===== src/pkg/tcc_consts.svh =====
// Purpose: offsets, field positions and reset values of the timer counter block
// Assumes: word index on the internal 16-bit bus, channel in addr[5:3]
// Notes:   register and field constants only
`ifndef TCC_CONSTS_SVH
`define TCC_CONSTS_SVH
`define TCC_REG_CTRL      3'h0
`define TCC_REG_STAT      3'h1
`define TCC_REG_CNT       3'h2
`define TCC_REG_GRA       3'h3
`define TCC_REG_GRB       3'h4
`define TCC_REG_BRA       3'h5
`define TCC_REG_BRB       3'h6
`define TCC_GLB_CH        3'h5
`define TCC_GLB_FUNC      3'h0
`define TCC_GLB_MODE      3'h1
`define TCC_NUM_CH        3'h5
`define TCC_TSR_MCA       0
`define TCC_TSR_MCB       1
`define TCC_TSR_WRAP      2
`define TCC_TCR_EXT       2
`define TCC_TCR_EDGE_FALL 3
`define TCC_TCR_EDGE_BOTH 4
`define TCC_TCR_CLR_LO    5
`define TCC_TCR_CLR_HI    6
`define TCC_IO_CONTROL_REGISTER_CAP_A    2
`define TCC_IO_CONTROL_REGISTER_CAP_B    6
`define TCC_MODE_PHASE    5
`define TCC_MODE_CPWM     6
`define TCC_MODE_RSPWM    7
`define TCC_MODE_SYNC_LO  8
`define TCC_RST_CNT       16'h0000
`define TCC_RST_GR        16'hFFFF
`define TCC_RST_BR        16'hFFFF
`define TCC_RST_TCR       8'h80
`define TCC_RST_IO_CONTROL_REGISTER      8'h88
`define TCC_CNT_ONES      16'hFFFF
`endif


===== src/pkg/tcc_pkg.sv =====
// Purpose: types of the timer counter block
// Assumes: five channels, buffers on channels 3 and 4
// Notes:   all block state lives in tcc_state_s
package tcc_pkg;
  typedef struct packed {
    logic        rd;
    logic        wr;
    logic [1:0]  be;
    logic [5:0]  addr;
    logic [15:0] wdata;
  } tcc_bus_req_s;

  typedef struct packed {
    logic [4:0][15:0] cnt;
    logic [4:0][15:0] general_register_a;
    logic [4:0][15:0] general_register_b;
    logic [1:0][15:0] buffer_register_a;
    logic [1:0][15:0] buffer_register_b;
    logic [4:0][7:0]  timer_control_register;
    logic [4:0][7:0]  io_control_register;
    logic [4:0][2:0]  timer_status_register;
    logic [3:0]       bfen;
    logic [12:0]      mode;
    logic [4:0]       down;
    logic [2:0]       presc;
    logic [13:0]      s1;
    logic [13:0]      s2;
    logic [13:0]      s3;
    logic [13:0]      lvl;
    logic [15:0]      rdata;
    logic             rvalid;
    logic [9:0]       out_lvl;
    logic [9:0]       out_oe;
  } tcc_state_s;
endpackage


===== src/rtl/tcc_top.sv =====
// Purpose: five-channel 16-bit timer counters with compare/capture and buffer registers
// Assumes: clk_sys is the internal clock phi; pins arrive asynchronously
// Notes:   pwm waveform shaping and output master enables are not part of this block
// Function
// - each of five channels has its own 16-bit counter
// - channels 0 and 1 count up only
// - channel 2 counts up or down in phase counting, else up
// - channels 3 and 4 count up/down in complementary pwm, else up
// - counter advances on ticks from the three-bit clock select source
// - counter may clear on register A or B match or capture
// - up wrap from all ones to zero sets the wrap flag
// - down wrap from zero to all ones sets the wrap flag
// - counters, general and buffer registers read/write by word or byte
// - counters go to zero on reset and standby
// - two general registers per channel, compare or capture per io control
// - compare equality sets match flag and may drive the compare output
// - capture latches counter on selected edge and sets flag together
// - io control ignored in pwm mode, and on channels 3 and 4 in complementary and reset-sync pwm modes
// - general registers reset to compare, no output, all ones
// - channels 3 and 4 have two buffers, each enabled separately
// - buffer acts as compare buffer when paired register compares
// - buffer acts as capture buffer when paired register captures
// - buffer registers go to all ones on reset and standby
// - internal phi to phi/8 when select top bit clear, else external pins
// - clear select picks none, A, B or synchronous clear
`timescale 1ns/10ps
`include "tcc_consts.svh"
`default_nettype none

module tcc_top
  import tcc_pkg::*;
(
  input  wire logic          clk_sys,
  input  wire logic          reset,
  input  wire logic          standby,
  input  wire tcc_bus_req_s  bus_req,
  output logic [15:0]        bus_rdata,
  output logic               bus_rvalid,
  input  wire logic [3:0]    ext_clk_pin,
  input  wire logic [4:0]    cap_a_pin,
  input  wire logic [4:0]    cap_b_pin,
  output logic [9:0]         cmp_out,
  output logic [9:0]         cmp_oe
);

  localparam tcc_state_s ST_RST = '{
    cnt:     {5{`TCC_RST_CNT}},
    general_register_a:     {5{`TCC_RST_GR}},
    general_register_b:     {5{`TCC_RST_GR}},
    buffer_register_a:     {2{`TCC_RST_BR}},
    buffer_register_b:     {2{`TCC_RST_BR}},
    timer_control_register:     {5{`TCC_RST_TCR}},
    io_control_register:    {5{`TCC_RST_IO_CONTROL_REGISTER}},
    default: '0
  };

  tcc_state_s  r;
  tcc_state_s  n;
  logic [13:0] pins;
  logic [13:0] rise;
  logic [13:0] fall;
  logic [4:0]  tick;
  logic [4:0]  dn;
  logic [4:0]  pwm_any;
  logic [4:0]  cmp_a;
  logic [4:0]  cmp_b;
  logic [4:0]  mat_a;
  logic [4:0]  mat_b;
  logic [4:0]  cpa;
  logic [4:0]  cpb;
  logic [4:0]  own_clr;
  logic [4:0]  clr;
  logic [4:0]  ch_wr;
  logic [4:0]  buf_a;
  logic [4:0]  buf_b;
  logic [2:0]  ch_sel;
  logic [2:0]  reg_sel;

  assign pins    = {cap_b_pin, cap_a_pin, ext_clk_pin};
  assign ch_sel  = bus_req.addr[5:3];
  assign reg_sel = bus_req.addr[2:0];
  assign buf_a   = {r.bfen[2], r.bfen[0], 3'h0};
  assign buf_b   = {r.bfen[3], r.bfen[1], 3'h0};

  assign bus_rdata  = r.rdata;
  assign bus_rvalid = r.rvalid;
  assign cmp_out    = r.out_lvl;
  assign cmp_oe     = r.out_oe;

  function automatic logic [15:0] tcc_bw(input logic [15:0] old_v,
                                         input logic [15:0] wd,
                                         input logic [1:0]  be);
    tcc_bw = {be[1] ? wd[15:8] : old_v[15:8], be[0] ? wd[7:0] : old_v[7:0]};
  endfunction

  ////////////////////////////////////////////////////////////////////////////
  // count ticks, compare and capture events

  always_comb begin
    // a level counts only once the last two sync stages agree
    rise    = r.s2 & r.s3 & ~r.lvl;
    fall    = ~r.s2 & ~r.s3 & r.lvl;
    own_clr = '0;
    for (int c = 0; c < 5; c++) begin
      ch_wr[c]   = bus_req.wr && (ch_sel == c[2:0]);
      pwm_any[c] = r.mode[c] ||
                   (c >= 3 && (r.mode[`TCC_MODE_CPWM] || r.mode[`TCC_MODE_RSPWM]));
      if (!r.timer_control_register[c][`TCC_TCR_EXT]) begin
        case (r.timer_control_register[c][1:0])
          2'h0:    tick[c] = 1'b1;
          2'h1:    tick[c] = r.presc[0];
          2'h2:    tick[c] = &r.presc[1:0];
          default: tick[c] = &r.presc;
        endcase
      end else if (r.timer_control_register[c][`TCC_TCR_EDGE_BOTH]) begin
        tick[c] = rise[r.timer_control_register[c][1:0]] | fall[r.timer_control_register[c][1:0]];
      end else if (r.timer_control_register[c][`TCC_TCR_EDGE_FALL]) begin
        tick[c] = fall[r.timer_control_register[c][1:0]];
      end else begin
        tick[c] = rise[r.timer_control_register[c][1:0]];
      end
      dn[c] = 1'b0;
      if (c == 2 && r.mode[`TCC_MODE_PHASE]) begin
        // x1 decode: edge A counts, level B picks direction
        tick[c] = rise[0];
        dn[c]   = r.lvl[1];
      end
      if (c >= 3 && r.mode[`TCC_MODE_CPWM]) begin
        dn[c] = r.down[c];
      end
      cmp_a[c] = pwm_any[c] || !r.io_control_register[c][`TCC_IO_CONTROL_REGISTER_CAP_A];
      cmp_b[c] = pwm_any[c] || !r.io_control_register[c][`TCC_IO_CONTROL_REGISTER_CAP_B];
      mat_a[c] = cmp_a[c] && tick[c] && (r.cnt[c] == r.general_register_a[c]);
      mat_b[c] = cmp_b[c] && tick[c] && (r.cnt[c] == r.general_register_b[c]);
      case (r.io_control_register[c][1:0])
        2'h0:    cpa[c] = !cmp_a[c] && rise[4 + c];
        2'h1:    cpa[c] = !cmp_a[c] && fall[4 + c];
        default: cpa[c] = !cmp_a[c] && (rise[4 + c] || fall[4 + c]);
      endcase
      case (r.io_control_register[c][5:4])
        2'h0:    cpb[c] = !cmp_b[c] && rise[9 + c];
        2'h1:    cpb[c] = !cmp_b[c] && fall[9 + c];
        default: cpb[c] = !cmp_b[c] && (rise[9 + c] || fall[9 + c]);
      endcase
      case (r.timer_control_register[c][`TCC_TCR_CLR_HI:`TCC_TCR_CLR_LO])
        2'h1:    own_clr[c] = mat_a[c] || cpa[c];
        2'h2:    own_clr[c] = mat_b[c] || cpb[c];
        default: own_clr[c] = 1'b0;
      endcase
    end
    clr = own_clr;
    for (int c = 0; c < 5; c++) begin
      if (r.timer_control_register[c][`TCC_TCR_CLR_HI:`TCC_TCR_CLR_LO] == 2'h3 &&
          r.mode[`TCC_MODE_SYNC_LO + c] &&
          |(own_clr & r.mode[`TCC_MODE_SYNC_LO +: 5])) begin
        clr[c] = 1'b1;
      end
    end
  end

  ////////////////////////////////////////////////////////////////////////////
  // next state

  always_comb begin
    n        = r;
    n.s1     = pins;
    n.s2     = r.s1;
    n.s3     = r.s2;
    n.lvl    = (r.s2 == r.s3) ? r.s2 : r.lvl;
    n.presc  = r.presc + 3'h1;
    n.rvalid = 1'b0;
    for (int c = 0; c < 5; c++) begin
      if (clr[c]) begin
        n.cnt[c] = `TCC_RST_CNT;
      end else if (tick[c]) begin
        n.cnt[c] = dn[c] ? r.cnt[c] - 16'h0001 : r.cnt[c] + 16'h0001;
      end
      if (c >= 3) begin
        if (!r.mode[`TCC_MODE_CPWM]) begin
          n.down[c] = 1'b0;
        end else if (tick[c] && !dn[c] && r.cnt[c] == r.general_register_a[c]) begin
          n.down[c] = 1'b1;
        end else if (tick[c] && dn[c] && r.cnt[c] == `TCC_RST_CNT) begin
          n.down[c] = 1'b0;
        end
      end
      if (cpa[c]) begin
        n.general_register_a[c] = r.cnt[c];
      end
      if (cpb[c]) begin
        n.general_register_b[c] = r.cnt[c];
      end
      // pwm waveform is handled elsewhere, so pins float in pwm modes
      n.out_oe[c]     = !pwm_any[c] && cmp_a[c] && (r.io_control_register[c][1:0] != 2'h0);
      n.out_oe[5 + c] = !pwm_any[c] && cmp_b[c] && (r.io_control_register[c][5:4] != 2'h0);
      if (n.out_oe[c] && mat_a[c]) begin
        case (r.io_control_register[c][1:0])
          2'h1:    n.out_lvl[c] = 1'b0;
          2'h2:    n.out_lvl[c] = 1'b1;
          default: n.out_lvl[c] = (c == 2) ? 1'b1 : !r.out_lvl[c];
        endcase
      end
      if (n.out_oe[5 + c] && mat_b[c]) begin
        case (r.io_control_register[c][5:4])
          2'h1:    n.out_lvl[5 + c] = 1'b0;
          2'h2:    n.out_lvl[5 + c] = 1'b1;
          default: n.out_lvl[5 + c] = (c == 2) ? 1'b1 : !r.out_lvl[5 + c];
        endcase
      end
    end
    for (int b = 0; b < 2; b++) begin
      if (cpa[3 + b] && buf_a[3 + b]) begin
        n.buffer_register_a[b] = r.general_register_a[3 + b];
      end
      if (mat_a[3 + b] && buf_a[3 + b]) begin
        n.general_register_a[3 + b] = r.buffer_register_a[b];
      end
      if (cpb[3 + b] && buf_b[3 + b]) begin
        n.buffer_register_b[b] = r.general_register_b[3 + b];
      end
      if (mat_b[3 + b] && buf_b[3 + b]) begin
        n.general_register_b[3 + b] = r.buffer_register_b[b];
      end
    end
    // cpu write beats a same-cycle count or capture
    if (bus_req.wr && ch_sel < `TCC_NUM_CH) begin
      case (reg_sel)
        `TCC_REG_CTRL: begin
          if (bus_req.be[0]) n.timer_control_register[ch_sel] = bus_req.wdata[7:0] | `TCC_RST_TCR;
          if (bus_req.be[1]) n.io_control_register[ch_sel] = bus_req.wdata[15:8] | `TCC_RST_IO_CONTROL_REGISTER;
        end
        `TCC_REG_STAT: begin
          if (bus_req.be[0]) n.timer_status_register[ch_sel] = r.timer_status_register[ch_sel] & bus_req.wdata[2:0];
        end
        `TCC_REG_CNT: n.cnt[ch_sel] = tcc_bw(r.cnt[ch_sel], bus_req.wdata, bus_req.be);
        `TCC_REG_GRA: n.general_register_a[ch_sel] = tcc_bw(r.general_register_a[ch_sel], bus_req.wdata, bus_req.be);
        `TCC_REG_GRB: n.general_register_b[ch_sel] = tcc_bw(r.general_register_b[ch_sel], bus_req.wdata, bus_req.be);
        `TCC_REG_BRA: begin
          if (ch_sel >= 3'h3) begin
            n.buffer_register_a[~ch_sel[0]] = tcc_bw(r.buffer_register_a[~ch_sel[0]], bus_req.wdata, bus_req.be);
          end
        end
        `TCC_REG_BRB: begin
          if (ch_sel >= 3'h3) begin
            n.buffer_register_b[~ch_sel[0]] = tcc_bw(r.buffer_register_b[~ch_sel[0]], bus_req.wdata, bus_req.be);
          end
        end
        default: ;
      endcase
    end else if (bus_req.wr && ch_sel == `TCC_GLB_CH) begin
      if (reg_sel == `TCC_GLB_FUNC && bus_req.be[0]) begin
        n.bfen = bus_req.wdata[3:0];
      end
      if (reg_sel == `TCC_GLB_MODE) begin
        n.mode = 13'(tcc_bw({3'h0, r.mode}, bus_req.wdata, bus_req.be));
      end
    end
    // set beats the software clear in the same cycle
    for (int c = 0; c < 5; c++) begin
      n.timer_status_register[c][`TCC_TSR_MCA] = n.timer_status_register[c][`TCC_TSR_MCA] | mat_a[c] | cpa[c];
      n.timer_status_register[c][`TCC_TSR_MCB] = n.timer_status_register[c][`TCC_TSR_MCB] | mat_b[c] | cpb[c];
      if (tick[c] && !clr[c] && !dn[c] && r.cnt[c] == `TCC_CNT_ONES) begin
        n.timer_status_register[c][`TCC_TSR_WRAP] = 1'b1;
      end
      if (tick[c] && !clr[c] && dn[c] && r.cnt[c] == `TCC_RST_CNT) begin
        n.timer_status_register[c][`TCC_TSR_WRAP] = 1'b1;
      end
    end
    if (bus_req.rd) begin
      n.rvalid = 1'b1;
      n.rdata  = 16'h0000;
      if (ch_sel < `TCC_NUM_CH) begin
        case (reg_sel)
          `TCC_REG_CTRL: n.rdata = {r.io_control_register[ch_sel], r.timer_control_register[ch_sel]};
          `TCC_REG_STAT: n.rdata = {13'h0000, r.timer_status_register[ch_sel]};
          `TCC_REG_CNT:  n.rdata = r.cnt[ch_sel];
          `TCC_REG_GRA:  n.rdata = r.general_register_a[ch_sel];
          `TCC_REG_GRB:  n.rdata = r.general_register_b[ch_sel];
          `TCC_REG_BRA:  n.rdata = (ch_sel >= 3'h3) ? r.buffer_register_a[~ch_sel[0]] : 16'h0000;
          `TCC_REG_BRB:  n.rdata = (ch_sel >= 3'h3) ? r.buffer_register_b[~ch_sel[0]] : 16'h0000;
          default:       n.rdata = 16'h0000;
        endcase
      end else if (ch_sel == `TCC_GLB_CH && reg_sel == `TCC_GLB_FUNC) begin
        n.rdata = {12'h000, r.bfen};
      end else if (ch_sel == `TCC_GLB_CH && reg_sel == `TCC_GLB_MODE) begin
        n.rdata = {3'h0, r.mode};
      end
    end
  end

  always_ff @(posedge clk_sys) begin
    if (reset || standby) begin
      r <= ST_RST;
    end else begin
      r <= n;
    end
  end
endmodule

`default_nettype wire


===== config.mk =====
export PLATFORM = sky130hd
export DESIGN_NAME = tcc_top
export DESIGN_NICKNAME = d
export VERILOG_FILES = /design/src/pkg/tcc_pkg.sv /design/src/rtl/tcc_top.sv
export VERILOG_INCLUDE_DIRS = /design/src /design/src/pkg
export SDC_FILE = /design/constraint.sdc
export NUM_CORES = 2
export LEC_CHECK = 0
export ABC_CLOCK_PERIOD_IN_PS = 3200
export BUFFER_PORTS_ARGS = -buffer_cell sky130_fd_sc_hd__buf_2
export CORE_MARGIN = 2
export CORE_UTILIZATION = 30
export CTS_CLUSTER_SIZE = 30
export DETAILED_ROUTE_END_ITERATION = 16
export HOLD_SLACK_MARGIN = 0.12
export PLACE_DENSITY_LB_ADDON = 0.05
export SYNTH_ARGS = -nofsm -noshare
export SYNTH_HDL_FRONTEND = slang
export SYNTH_SLANG_ARGS = --single-unit

===== constraint.sdc =====
create_clock -name clk_sys -period 3.2 [get_ports clk_sys]
set_input_delay 0.64 -clock clk_sys [delete_from_list [all_inputs] [get_ports clk_sys]]
set_output_delay 0.64 -clock clk_sys [all_outputs]
set_load 0.1 [all_outputs]

* After elaboration in Yosys (flattened, before gate mapping)
Cells that the tools add are included.
** Word-level totals
- Bits in registers :: 514
- Bits of input ports :: 43
- Output and inout bits :: 37
- Logic and storage cells :: 631
** Cells by class
- $add $sub $neg :: 9
- Magnitude comparators :: 11
- Equal/unequal tests :: 66
- Mux-type cells :: 179
- Bitwise gates (word level) :: 37
- Reductions and logical operators :: 267
** Operators with widths (number)
- 16-bit two-way mux :: 43
- 399-bit two-way mux :: 1
- 80-bit two-way mux :: 4
- 80-bit bitwise mux :: 3
- 16-bit equality test :: 10
- 16-bit binary-select mux with 3-bit select :: 3
- 1-bit logical AND :: 132
- 32-bit two-way mux :: 4
- 16-bit case mux with 7 select lines :: 1
- 8-bit two-way mux :: 13
- 16-bit by 1-bit adder with 16-bit output, second input constant :: 5
- 40-bit bitwise mux :: 2
- 16-bit equality test, second input constant :: 5
- 40-bit two-way mux :: 2
- 32-bit bitwise mux :: 2
- 14-bit bitwise AND :: 4
- 1-bit two-way mux :: 49
- 8-bit binary-select mux with 3-bit select :: 2
- 16-bit demux with 3-bit select :: 1
- 16-bit logical NOT :: 3
- 16-bit by 1-bit subtractor with 16-bit output, second input constant :: 3
- 2-bit equality test, second input constant :: 23
- 1-bit case mux with 2 select lines :: 23
- 14-bit NOT :: 3
- 38 further kinds :: 228

* Depth between registers and ports, before layout
- Depth after elaboration :: 23
- Mapped depth :: 14
- Gate-level depth less buffers :: 13

* Worst setup path before layout
OpenSTA, ideal clock, no wires.
- Path kind :: register -> register
- From :: reg r[54] in the netlist's numbering
- To :: reg r[462] in the netlist's numbering
- Library setup time :: 0.076 ns
- Arrival :: 3.260 ns
- Data required time :: 3.124 ns
- Slack :: -0.136 ns
- Cell stages (with the launch flop) :: 14
- Path buffers :: 2
- Period minus slack after synthesis :: 3.336 ns
- Cell sequence :: dfxtp_1 ha_1 nor2b_1 mux4_2 a21boi_1 a221o_1 buf_6 a41oi_2 o22ai_1 a221o_1 a211oi_4 o211ai_4 buf_6 o22ai_1
** Between the ends
- Cells in the longest elaborated chain, start to end :: 21
- Elaborated cells on any way between the ends :: 90
- Classes of those cells :: mux (47); bitwise (11); reduce/logical (32)
** RTL lines
- start, declared :: line tcc_top.sv:57 : tcc_state_s r;
- start signal, assigned :: line tcc_top.sv:295 : r <= n;
- 14-bit NOT :: line tcc_top.sv:102 : fall = ~r.s2 & ~r.s3 & r.lvl;
- 14-bit bitwise AND (2 in series) :: line tcc_top.sv:102
- 1-bit binary-select mux with 2-bit select :: line tcc_top.sv:116, tcc_top.sv:118
- 1-bit two-way mux (implied by the code) :: line tcc_top.sv:116, tcc_top.sv:118
- 1-bit two-way mux or 1-bit bitwise OR (tied branches) :: line tcc_top.sv:117, tcc_top.sv:116
- 1-bit two-way mux :: line tcc_top.sv:115 : end else if (r.timer_control_register[c][`TCC_TCR_EDGE_BOTH]) begin
- 1-bit two-way mux :: line tcc_top.sv:108 : if (!r.timer_control_register[c][`TCC_TCR_EXT]) begin
- 1-bit two-way mux :: line tcc_top.sv:123 : if (c == 2 && r.mode[`TCC_MODE_PHASE]) begin
- (+4 left out)
- 5-bit bitwise AND :: line tcc_top.sv:155 : |(own_clr & r.mode[`TCC_MODE_SYNC_LO +: 5])) begin
- 5-bit OR reduction :: line tcc_top.sv:155
- 1-bit logical AND :: line tcc_top.sv:153 : if (r.timer_control_register[c][`TCC_TCR_CLR_HI:`TCC_TCR_CLR_LO] == 2'h3 &&
- 1-bit two-way mux :: line tcc_top.sv:153
- 16-bit two-way mux (*) :: line tcc_top.sv:173 : if (clr[c]) begin
- 80-bit bitwise mux :: line tcc_top.sv:235 : `TCC_REG_CNT: n.cnt[ch_sel] = tcc_bw(r.cnt[ch_sel], bus_req.wdata, bus_req.be);
- 80-bit two-way mux :: line tcc_top.sv:227 : case (reg_sel)
- 399-bit two-way mux (*) :: line tcc_top.sv:226 : if (bus_req.wr && ch_sel < `TCC_NUM_CH) begin
Every way passes the cells marked *; elsewhere a longest branch is shown, timed or not. The select of a mux whose other input is x is not followed.
A chain may end at the register's enable or synchronous reset.

* Worst setup path in the final report
- From :: reg r[54] in the netlist's numbering
- To :: reg r[515] in the netlist's numbering
The elaborated chain is that of the path after synthesis.

==> results.sh <==
export IMPL_syn_nets=3970
export IMPL_fin_skew_ns=0.02829
export IMPL_path_common_cell="buf_12"
export IMPL_synth_edff_count=0
export IMPL_antenna_found_initial=6
export IMPL_hpwl_um=130000
export IMPL_drive_above_1_share_pct=25.61
export IMPL_clkTransAtPathRegs_ns=0.06
export IMPL_violations="negative setup slack"
export IMPL_swShare_pct=26.98
export IMPL_drtAntennaViolNets=0
export IMPL_slew_violations=0
export IMPL_p_clk_share_pct=50.9
export IMPL_root_buffer="clkbuf_16"
export IMPL_fin_tns_setup_ns=-6.209
export IMPL_seq_power_share_pct=40.1
export IMPL_clk_latency_ns=0.66
export IMPL_synthArstFlopShare_pct=0
export IMPL_initial_core_util_pct=30.31
export IMPL_report_final_hold_viol_count=0
export IMPL_grt_max_degree=92
export IMPL_syn_area_um2=32000
export IMPL_max_freq_ghz=0.2982
export IMPL_rsz0062_at_grt="true"
export IMPL_status="complete, but fails checks"
export IMPL_num_vias=31114
export IMPL_cts_made_buffers=70
export IMPL_drt_vias_per_instance=5.531
export IMPL_worstPathRequired_ns=3.77
export IMPL_mostFrequentLayoutCell="nand2_1"
export IMPL_route_detailed_wl_per_inst_um=29.66
export IMPL_combPwrFrac_pct=9.0
export IMPL_fin_crit_ns=3.353
export IMPL_post_route_period_util_pct=104.8
export IMPL_drc_errors=0
export IMPL_row_count=119
export IMPL_wl_um=166800
export IMPL_slew_headroom_pct=34.13
export IMPL_peakVddDrop_mv=0.3765
export IMPL_die_w_um=330.6
export IMPL_clockBufferDepth=3
export IMPL_start_kind="flip-flop"
export IMPL_yosysWarnings=0
export IMPL_synth_seq_cells=514
export IMPL_port_buffers=79
export IMPL_synth_avg_cell_area_um2=8.396
export IMPL_cpPeakStageDelay_ns=0.50
export IMPL_cp_arrival_ns=3.92
export IMPL_overflow=0
export IMPL_dr_first_iter_drc_count=2978
export IMPL_fin_hold_ws_ns=0.1882
export IMPL_worst_path_max_fanout=16
export IMPL_gp_congestion=0.9486
export IMPL_power_leakage_nw=15.64
export IMPL_fin_nets=4342
export IMPL_ios=80
export IMPL_cp_slowest_cell="mux4_2"
export IMPL_p_int_mw=11.77
export IMPL_ys_flop_type="dfxtp_1"
export IMPL_fp_dieH_um=330.6
export IMPL_yosysSeqAreaShare_pct=32.16
export IMPL_hp_class="in2reg"
export IMPL_h_tree_depth=3
export IMPL_crit_type="reg2reg"
export IMPL_timing_final_ws_setup_ns=-0.1535
export IMPL_grt_pass1_wl_um=230800
export IMPL_final_cell_mix="545 x nand2_1, 521 x buf_4, 504 x dfxtp_1, 262 x mux2i_1, 237 x nor2_1"
export IMPL_cts_tree="yes"
export IMPL_p_sw_mw=4.348
export IMPL_grt_pass1_vias=29137
export IMPL_first_pass_iters=9
export IMPL_end_kind="flip-flop"
export IMPL_final_setup_viol_count=66
export IMPL_die_area_um2=109300
export IMPL_ys_types=77
export IMPL_cts_sinks=514
export IMPL_core_area_um2=105600
export IMPL_hold_buffers=0
export IMPL_syn2layout_area_growth_pct=27.02
export IMPL_worst_slew_pin_slew_ns=0.9790
export IMPL_maxCapViolCount=0
export IMPL_track_usage_pct=29.90
export IMPL_synth_cells=3811
export IMPL_path_cells="inv_1, ha_1, and2_4, mux4_2, o211ai_1, a211oi_2, o21ai_1, a21oi_1, a221o_1, a211oi_4, buf_12, o211ai_4, buf_12, o22ai_1"
export IMPL_p_per_area_nw_per_um2=396.6
power groups by stage:
stage	sequential [mW]	combinational (mW)	clock, mW
finish	6.46	1.44	8.21
global route	6.46	1.48	8.57
CTS	6.46	1.39	8.33
detailed placement	6.60	1.38	0
global placement	6.60	1.39	0
floorplan	6.59	0.647	0
area by class of cell:
| class | count | area, µm² |
|---|---|---|
| fillers | 10914 | 64920 |
| multi-input cells | 2840 | 20470 |
| flip-flops and latches | 514 | 10300 |
| repair buffers | 656 | 5435 |
| clock buffers | 100 | 2028 |
| well taps | 1391 | 1740 |
| inverters | 101 | 379.1 |
| clock inverters | 22 | 281.5 |
| diodes | 1 | 2.502 |
metal layers:
layer / part of all wire, % / vias to the layer above / track usage, % / wire length (µm)
met3: 7.6 / 229 / 5.941 / 12730
met1: 47 / 15430 / 43.89 / 78620
met5: 0.0078 / - / 0 / 13
met4: 3.9 / 2 / 10.37 / 6522
li1: - / 14287 / - / -
met2: 41 / 1166 / 43.04 / 68920
cells in the mapped netlist, drive strengths merged (5+ instances only):
cell    instances  area, µm²
o21bai          9      67.56
a21o           21      157.7
nor4           65      412.9
o221ai         18      157.7
a21bo          10      100.1
o211ai        147       1159
nor2b          27      171.4
nand2         546       2049
buf            69      437.9
nor3b           6      45.04
dfxtp         514      10290
a221oi          9      78.83
o21a           27      202.7
a211o           7      61.31
mux4           58       1314
a21oi         139      695.7
o31ai           5      37.54
or3            27      168.9
mux2          118       1329
o21ai         204       1021
a31oi          17      106.4
o22ai          93      619.3
ha            113       1414
nor2          242      908.4
nand3b          5      37.54
xor2          154       1349
nand2b         35      219.0
clkbuf        287       1077
and4            6      52.55
mux2i         262       2623
a22o           31      271.5
nand3         114      570.6
a22oi          46      345.3
and3           19      120.1
and2           45      282.8
nand4          32      200.2
nor3           45      225.2
inv            99      371.6
xnor2          78      683.2
or4             9      67.56
nor4b           5      43.79
a211oi         19      155.2
path summary, 6_finish.rpt:
check               startpoint  endpoint  cells after the start  slack (ns)
setup / recovery         r[54]    r[515]                     14       -0.15
hold / removal    cap_a_pin[2]     n[71]                      2        0.19
setup reg to reg         r[54]    r[515]                     14       -0.15
hold reg to reg          n[76]     n[62]                      1        0.42
repair_timing:
action,CTS,global route
setup buffers,11,4
setup endpoints to repair,90,105
pin swaps,10,20
gates resized for setup,64,56
cloned,0,2
cells by family after synthesis:
logic type,after synthesis,synth area share (%)
flops,514,32.16
simple gates,1233,17.55
fa+ha+maj,116,4.606
compound gates,821,16.96
xor+xnor,232,6.350
mux,438,16.45
buf+inv,457,5.920
per-stage QoR:
stage | utilization, % | area, µm² | cells | worst slack (ns) | total power [mW]
6_report | 38.50 | 40640 | 5625 | -0.1535 | 16.12
5_1_grt | 38.50 | 40640 | 5624 | -0.2603 | 16.52
4_1_cts | 38.13 | 40250 | 5618 | -0.1043 | 16.18
3_5_place_dp | 35.59 | 37570 | 5485 | -0.4499 | 7.979
3_3_place_gp | 35.59 | 37570 | 5485 | -0.3607 | 7.988
2_1_floorplan | - | 32000 | 3811 | -0.02293 | 7.238
critical path, delay by kind of cell (launching register included):
kind / cells / cell delay (ns)
and+or+nand+nor: 1 / 0.17
muxes: 1 / 0.50
buffers and inverters: 3 / 0.39
AOI/OAI and AO/OA: 8 / 1.68
DFF: 1 / 0.33
adders and majority gates: 1 / 0.20
(Power assumes the default switching activity.)
